<file path="config.mk">
export PLATFORM = sky130hd
export DESIGN_NAME = bai_i2c_port
export DESIGN_NICKNAME = d
export VERILOG_FILES = /design/src/pkg/bai_pkg.sv /design/src/design/bai_regfile.sv /design/src/design/bai_i2c_port.sv
export SDC_FILE = /design/constraint.sdc
export NUM_CORES = 1
export LEC_CHECK = 0
export BUFFER_PORTS_ARGS = -buffer_cell sky130_fd_sc_hd__buf_2
export CORE_ASPECT_RATIO = 0.6
export CORE_MARGIN = 2
export CORE_UTILIZATION = 30
export DETAILED_ROUTE_END_ITERATION = 12
export PLACE_DENSITY = 0.42
export SYNTH_ARGS = -nofsm -noshare
export SYNTH_HDL_FRONTEND = slang
export SYNTH_HIERARCHICAL = 1
export SYNTH_SLANG_ARGS = --single-unit
</file>
<file path="constraint.sdc">
create_clock -name core_clk -period 2.6 [get_ports core_clk]
set_clock_uncertainty 0.05 [all_clocks]
set_input_delay 0.13 -clock core_clk [delete_from_list [all_inputs] [get_ports core_clk]]
set_output_delay 0.13 -clock core_clk [all_outputs]
set_load 0.02 [all_outputs]
</file>
<file path="src/pkg/bai_pkg.sv">
package bai_pkg;
    localparam logic [3:0] ADDR_CONFIG = 4'h7;
    localparam logic [3:0] ADDR_UNLOCK = 4'h8;
    localparam logic [3:0] ADDR_TOP = 4'hA;
    localparam logic [3:0] ADDR_ZERO = 4'h0;
    localparam int UNLOCK_BIT = 7;
    localparam logic [7:0] REG_RESET = 8'h00;
    localparam logic [6:0] SLAVE_ADDR_DEF = 7'h2A; // Arbitrary value
    localparam logic [3:0] BIT_LAST = 4'h7;
    localparam logic [3:0] BIT_ACK = 4'h8;
    localparam logic [3:0] BIT_ZERO = 4'h0;
    localparam logic [3:0] BIT_PRE = 4'hF;
    localparam int NUM_REGS = 11;

    typedef enum logic [4:0] {
        ST_IDLE = 5'b00001,
        ST_SLAVE = 5'b00010,
        ST_ADDR = 5'b00100,
        ST_WDATA = 5'b01000,
        ST_RDATA = 5'b10000
    } bai_state_type;
endpackage

</file>
<file path="src/design/bai_regfile.sv">
`timescale 1ns/1ns
module bai_regfile (
    input wire logic core_clk,
    input wire logic nrst,
    input wire logic clk_en,
    input wire logic wr_en,
    input wire logic [3:0] addr,
    input wire logic [7:0] wdata,
    output logic [7:0] rdata,
    output logic [7:0] config_value
);
    logic [7:0] regs [bai_pkg::NUM_REGS];
    logic unlocked;

    assign unlocked = regs[bai_pkg::ADDR_UNLOCK][bai_pkg::UNLOCK_BIT];

    // -----------------------------------------------------------
    // Register array
    // -----------------------------------------------------------
    for (genvar i = 0; i < bai_pkg::NUM_REGS; i++) begin : g_reg
        always_ff @(posedge core_clk or negedge nrst) begin
            if (!nrst) begin
                regs[i] <= bai_pkg::REG_RESET;
            end else if (clk_en && wr_en && addr == 4'(i)) begin
                if (4'(i) != bai_pkg::ADDR_CONFIG || unlocked) begin
                    regs[i] <= wdata;
                end
            end
        end
    end

    always_ff @(posedge core_clk or negedge nrst) begin
        if (!nrst) begin
            rdata <= bai_pkg::REG_RESET;
            config_value <= bai_pkg::REG_RESET;
        end else if (clk_en) begin
            rdata <= (addr <= bai_pkg::ADDR_TOP) ? regs[addr]
                                                 : bai_pkg::REG_RESET;
            config_value <= regs[bai_pkg::ADDR_CONFIG];
        end
    end
endmodule

</file>
<file path="src/design/bai_i2c_port.sv">
`timescale 1ns/1ns
module bai_i2c_port #(
    parameter logic [6:0] SLAVE_ADDR = bai_pkg::SLAVE_ADDR_DEF
) (
    input wire logic core_clk,
    input wire logic nrst,
    input wire logic clk_en,
    input wire logic scl_in,
    input wire logic sda_in,
    output logic sda_out,
    output logic sda_oe,
    output logic [7:0] config_value,
    output logic busy
);
    typedef struct packed {
        bai_pkg::bai_state_type st;
        logic scl_d;
        logic sda_d;
        logic [3:0] bitcnt;
        logic [7:0] shift;
        logic [3:0] ptr;
        logic rd_mode;
        logic sda_oe;
        logic wr_en;
        logic [3:0] wr_addr;
        logic [7:0] wr_data;
        logic busy;
    } bai_port_type;

    bai_port_type cur, next_cur;
    logic [7:0] rdata;
    logic start_det, stop_det, scl_rise, scl_fall;

    // -----------------------------------------------------------
    // Bus condition detection
    // -----------------------------------------------------------
    assign start_det = cur.scl_d && scl_in && cur.sda_d && !sda_in;
    assign stop_det = cur.scl_d && scl_in && !cur.sda_d && sda_in;
    assign scl_rise = !cur.scl_d && scl_in;
    assign scl_fall = cur.scl_d && !scl_in;

    bai_regfile u_regs (
        .core_clk(core_clk),
        .nrst(nrst),
        .clk_en(clk_en),
        .wr_en(cur.wr_en),
        .addr(cur.wr_en ? cur.wr_addr : cur.ptr),
        .wdata(cur.wr_data),
        .rdata(rdata),
        .config_value(config_value)
    );

    function automatic logic [3:0] inc_ptr(input logic [3:0] p);
        inc_ptr = (p >= bai_pkg::ADDR_TOP) ? bai_pkg::ADDR_ZERO
                                           : p + 4'h1;
    endfunction

    // -----------------------------------------------------------
    // Protocol engine
    // -----------------------------------------------------------
    always_comb begin
        next_cur = cur;
        next_cur.scl_d = scl_in;
        next_cur.sda_d = sda_in;
        next_cur.wr_en = 1'b0;
        next_cur.busy = (cur.st != bai_pkg::ST_IDLE);
        if (start_det) begin
            next_cur.st = bai_pkg::ST_SLAVE;
            next_cur.bitcnt = bai_pkg::BIT_PRE;
            next_cur.sda_oe = 1'b0;
        end else if (stop_det) begin
            next_cur.st = bai_pkg::ST_IDLE;
            next_cur.sda_oe = 1'b0;
        end else if (scl_rise && cur.st != bai_pkg::ST_IDLE) begin
            if (cur.st == bai_pkg::ST_RDATA) begin
                if (cur.bitcnt == bai_pkg::BIT_ACK && sda_in) begin
                    next_cur.st = bai_pkg::ST_IDLE;
                end
            end else if (cur.bitcnt <= bai_pkg::BIT_LAST) begin
                next_cur.shift = {cur.shift[6:0], sda_in};
            end
        end else if (scl_fall && cur.st != bai_pkg::ST_IDLE) begin
            next_cur.bitcnt = cur.bitcnt + 4'h1;
            next_cur.sda_oe = 1'b0;
            unique case (cur.st)
                bai_pkg::ST_SLAVE: begin
                    if (cur.bitcnt == bai_pkg::BIT_LAST) begin
                        if (cur.shift[7:1] == SLAVE_ADDR) begin
                            next_cur.sda_oe = 1'b1;
                            next_cur.rd_mode = cur.shift[0];
                        end else begin
                            next_cur.st = bai_pkg::ST_IDLE;
                        end
                    end else if (cur.bitcnt == bai_pkg::BIT_ACK) begin
                        next_cur.bitcnt = bai_pkg::BIT_ZERO;
                        if (cur.rd_mode) begin
                            next_cur.st = bai_pkg::ST_RDATA;
                            next_cur.shift = rdata;
                            next_cur.sda_oe = !rdata[7];
                        end else begin
                            next_cur.st = bai_pkg::ST_ADDR;
                        end
                    end
                end
                bai_pkg::ST_ADDR: begin
                    if (cur.bitcnt == bai_pkg::BIT_LAST) begin
                        next_cur.sda_oe = 1'b1;
                        next_cur.ptr = cur.shift[3:0];
                    end else if (cur.bitcnt == bai_pkg::BIT_ACK) begin
                        next_cur.bitcnt = bai_pkg::BIT_ZERO;
                        next_cur.st = bai_pkg::ST_WDATA;
                    end
                end
                bai_pkg::ST_WDATA: begin
                    if (cur.bitcnt == bai_pkg::BIT_LAST) begin
                        next_cur.sda_oe = 1'b1;
                        next_cur.wr_en = 1'b1;
                        next_cur.wr_addr = cur.ptr;
                        next_cur.wr_data = cur.shift;
                    end else if (cur.bitcnt == bai_pkg::BIT_ACK) begin
                        next_cur.bitcnt = bai_pkg::BIT_ZERO;
                        next_cur.ptr = inc_ptr(cur.ptr);
                    end
                end
                bai_pkg::ST_RDATA: begin
                    if (cur.bitcnt == bai_pkg::BIT_LAST) begin
                        next_cur.ptr = inc_ptr(cur.ptr);
                    end else if (cur.bitcnt == bai_pkg::BIT_ACK) begin
                        next_cur.bitcnt = bai_pkg::BIT_ZERO;
                        next_cur.shift = rdata;
                        next_cur.sda_oe = !rdata[7];
                    end else begin
                        next_cur.shift = {cur.shift[6:0], 1'b0};
                        next_cur.sda_oe = !cur.shift[6];
                    end
                end
                default: next_cur.st = bai_pkg::ST_IDLE;
            endcase
        end
    end

    always_ff @(posedge core_clk or negedge nrst) begin
        if (!nrst) begin
            cur <= '{st: bai_pkg::ST_IDLE, scl_d: 1'b1, sda_d: 1'b1,
                     bitcnt: bai_pkg::BIT_ZERO, shift: bai_pkg::REG_RESET,
                     ptr: bai_pkg::ADDR_ZERO, rd_mode: 1'b0, sda_oe: 1'b0,
                     wr_en: 1'b0, wr_addr: bai_pkg::ADDR_ZERO,
                     wr_data: bai_pkg::REG_RESET, busy: 1'b0};
        end else if (clk_en) begin
            cur <= next_cur;
        end
    end

    assign sda_out = 1'b0;
    assign sda_oe = cur.sda_oe;
    assign busy = cur.busy;
endmodule

</file>
==> flow_results.org <==
** Run status
- The flow ran to the end, and the final reports show no timing, DRC or antenna violations.

** Timing
- Period Utilization, post-route :: 0.933
- Slew Limit Fails :: 0
- Setup TNS :: 0 ps
- Slew margin rel. :: 0.412
- Endpoints failing hold :: 0
- Final WS setup :: 174 ps
- Worst slew pin tran :: 882 ps
- Derived from the worst setup path, the maximum achievable clock frequency is 412 MHz.
- Setup repair after global routing missed its margin :: false
- Setup violations remaining at the end of the flow were counted as 0.
- Minimum clock period :: 2430 ps

** Place
- Detailed placement finished with a half-perimeter wire length of 12,700 um.
- Number of buffer cells added on primary ports :: 14
- Before CTS, the worst setup slack after placement is 178 ps.
- Final weighted congestion in routability-driven placement :: 0.872

** Route
- For this run, the detailed router's first-pass iteration total came to 5.
- Antenna-violating nets left :: 0
- Per-cell routed wire length :: 20.3 um
- In the routed layout, each cell is associated on average with a via count of 4.96.
- Number of DRC markers in iteration 0 :: 299
- Via total after detailed routing :: 4,492
- DRC :: 0
- Final WL :: 18,400 um

** Logic synthesis
- Top area cells in the synthesized netlist :: sky130_fd_sc_hd__dfrtp_1, sky130_fd_sc_hd__mux2_2, sky130_fd_sc_hd__mux4_2
- Counting every instance in the synthesized netlist gives 554.
- Summed over all instances, the cell type with the most area after synthesis is sky130_fd_sc_hd__dfrtp_1.
- Dividing the synthesized area by the synthesized cell count gives 12.8 sq um.
- Combined area of all synthesized cells :: 7070 sq um
- Of the synthesized area, sequential elements account for 0.506.
- Yosys mapped a number of flops with a built-in enable equal to 0.
- Synth top cells by count :: sky130_fd_sc_hd__dfrtp_1, sky130_fd_sc_hd__mux2_2, sky130_fd_sc_hd__nand2_1
- Most frequently used cell type in the post-synthesis netlist :: sky130_fd_sc_hd__dfrtp_1
- Counting flops and latches in the post-synthesis netlist gives 143.
- Area share of the largest cell type after synthesis :: 0.495
- Mapped Nets :: 563
- Post-synth top flop :: sky130_fd_sc_hd__dfrtp_1
- Count of warnings emitted by yosys :: 6
- Synthesis instantiated 63 different standard cells from the library.
- For this run, asynchronously set or reset flops after synthesis account for 1.00.

** Power and ir drop
- The analysis attributes to net switching a power of 1.43 mW.
- Internal power consumption :: 4.01 mW
- Lkg Pwr :: 3.87 nW
- Switching Share :: 0.263
- The worst-case IR drop observed on VDD is 0.402 mV.
- Part of the total power dissipated in combinational logic :: 0.094
- Share of total power in the clock network :: 0.469
- Pwr per Cell Area :: 663 nW/um^2
- Of the total power, registers draw 0.437.

** Die
- Die Wd :: 202 um
- Top Ports :: 16
- Vertical extent of the die :: 123 um
- Starting Density :: 0.306
- In this run the standard cell core region covers 23,100 sq um.
- The floorplan step defined a die boundary enclosing 24,900 sq um.
- Row cnt :: 43

** Final layout
- The filler cells instantiated in the layout total 2,292.
- The repair_antennas step left the layout with diodes totalling 0.
- Layout cell share with drive strength beyond 1 :: 0.381
- Measured on the finished design, the core utilization comes to 0.354.
- Number of nets in the final layout :: 586
- The area growth from synthesis to layout is 15.8%.

** Critical path
- Along the worst path, the maximum fanout reaches 8.
- Cell breakdown of the critical path :: buf_4 -> mux2_2 -> nand4b_4 -> or3_1 -> mux2_4
- The slowest stage of the critical path is the sky130_fd_sc_hd__or3_1 cell.
- Critical path required time :: 2860 ps
- Nature of the critical path endpoint :: flip-flop
- FF-to-FF path depth :: 5
- On the worst path, the slowest cell contributes a delay of 590 ps.
- WP data arrival :: 2690 ps
- Kind of start point of the critical path :: flip-flop
- Kind of critical path :: reg2reg

** Clock tree
- CTS saw 143 sinks.
- Skew-Pair Late Insertion Delay :: 430 ps
- Clock tree synthesis inserted a total of 17 buffers.
- Setup repair bufs after CTS :: 0
- The tree is rooted in a sky130_fd_sc_hd__clkbuf_16.
- Number of buffers on the longest clock path :: 2
- TritonCTS built the clock tree.
- CTS built an H-tree with a depth of 4.
- After clock tree synthesis, the clock-pin slew on the worst setup and hold paths is 60 ps.

** Global routing
- In the global route stage, overall resource usage came out at 0.160.
- Largest net degree at the start of global routing :: 88
- GRT Residual Overflow :: 0
- The first global-routing pass estimated 29,100 um of wire.
- Initial antenna violation count :: 0
- The number of global-route vias before repair came to 4,668.

** Hold path
- In this run the worst hold path is classified as in2reg.
- The worst hold path was traced through 2 stages.

** Run
- Max-cap violations :: 0
==> worst paths after layout <==
check,from,to,slack (ps)
worst max register to register,cur[13],u_regs/regs[17],170
max in group asynchronous,nrst,u_regs/regs[65],1480
worst min register to register,cur[11],cur[11],420
min in group asynchronous,nrst,u_regs/regs[9],290
worst min-delay path,clk_en,cur[13],90
worst max-delay path,cur[13],u_regs/regs[17],170
==> power by group through the flow <==
stage / logic [mW] / registers (mW) / clock network, mW
6_report: 0.512 / 2.38 / 2.55
5_1_grt: 0.566 / 2.39 / 2.72
2_1_floorplan: 0.335 / 2.40 / 0
3_3_place_gp: 0.508 / 2.41 / 0
3_5_place_dp: 0.512 / 2.42 / 0
4_1_cts: 0.516 / 2.38 / 2.61
==> routing by layer <==
| metal | wire length [um] | vias to the layer above | GRT usage |
|---|---|---|---|
| met2 | 7390 | 84 | 0.216 |
| met1 | 10100 | 2329 | 0.249 |
| met5 | 0 | - | 0 |
| met4 | 196 | 0 | 0.0474 |
| met3 | 700 | 12 | 0.0377 |
| li1 | - | 2067 | - |
==> flip-flops by register name (all words and copies together) (netlist names) <==
signal / cells
u_regs/config_value: 8
sda_oe: 1
busy: 1
u_regs/regs: 88
cur: 37
u_regs/rdata: 8
==> layout by cell type (no fill, tap or decap), drive strengths merged, types with 2 or more instances in the layout <==
cell type,netlist,final
o221a,8,8
dfstp,3,3
nand4b,2,2
bufinv,0,3
ha,4,4
a22o,8,8
nor3,5,5
o22a,2,2
nand3b,3,3
mux4,16,16
nand3,21,21
nor2b,10,10
o211ai,2,2
mux2,113,113
dfrtp,140,140
clkbuf,10,19
o21a,3,3
xor2,2,2
buf,23,34
and3b,3,3
clkinvlp,0,3
mux2i,9,9
clkinv,0,5
nand2b,9,9
nand4,3,3
a32o,3,3
dlygate4sd3,0,3
nand2,42,42
o31ai,11,11
inv,14,16
and3,5,5
a21oi,20,20
and2,2,2
o21ai,14,14
nor2,28,28
==> cells by family after synthesis <==
group	share of synthesized area
adders and majority gates	0.00707
xor gates and xnor gates	0.00248
muxes	0.254
other	0.000530
and+or+nand+nor	0.106
DFF	0.506
AOI/OAI and AO/OA	0.0911
buffers and inverters	0.0320
==> critical path: cells and delay by family (launching register included) <==
kind	cells	cell delay (ps)
simple gates	2	790
mux	2	780
flops	1	470
buf+inv	1	210
==> cell type report <==
type	count	area [sq um]	share of cell area
Clock buffer	19	443	0.0541
Clock inverter	13	163	0.0199
Inverter	14	52.6	0.00641
Multi-Input combinational cell	364	3280	0.400
Sequential cell	143	3580	0.437
Tap cell	315	394	0.0481
Timing Repair Buffer	37	282	0.0344
==> through the flow <==
stage / instance area (sq um) / power, mW / std cells / hold WS [ps]
final: 8190 / 5.43 / 905 / 89.6
after global routing: 8190 / 5.67 / 905 / 98.5
after CTS: 8190 / 5.50 / 905 / 66.2
after detailed placement: 7560 / 2.93 / 870 / 245
after global placement: 7560 / 2.92 / 870 / 231
after floorplan: 7070 / 2.73 / 554 / -216
==> repair_timing <==
action	CTS	global route
resized for setup	0	1
endpoints found under the setup margin	0	7
endpoints found under the hold margin	82	0
hold buffers	3	0
No activity file was read; power rests on OpenSTA's default activity.
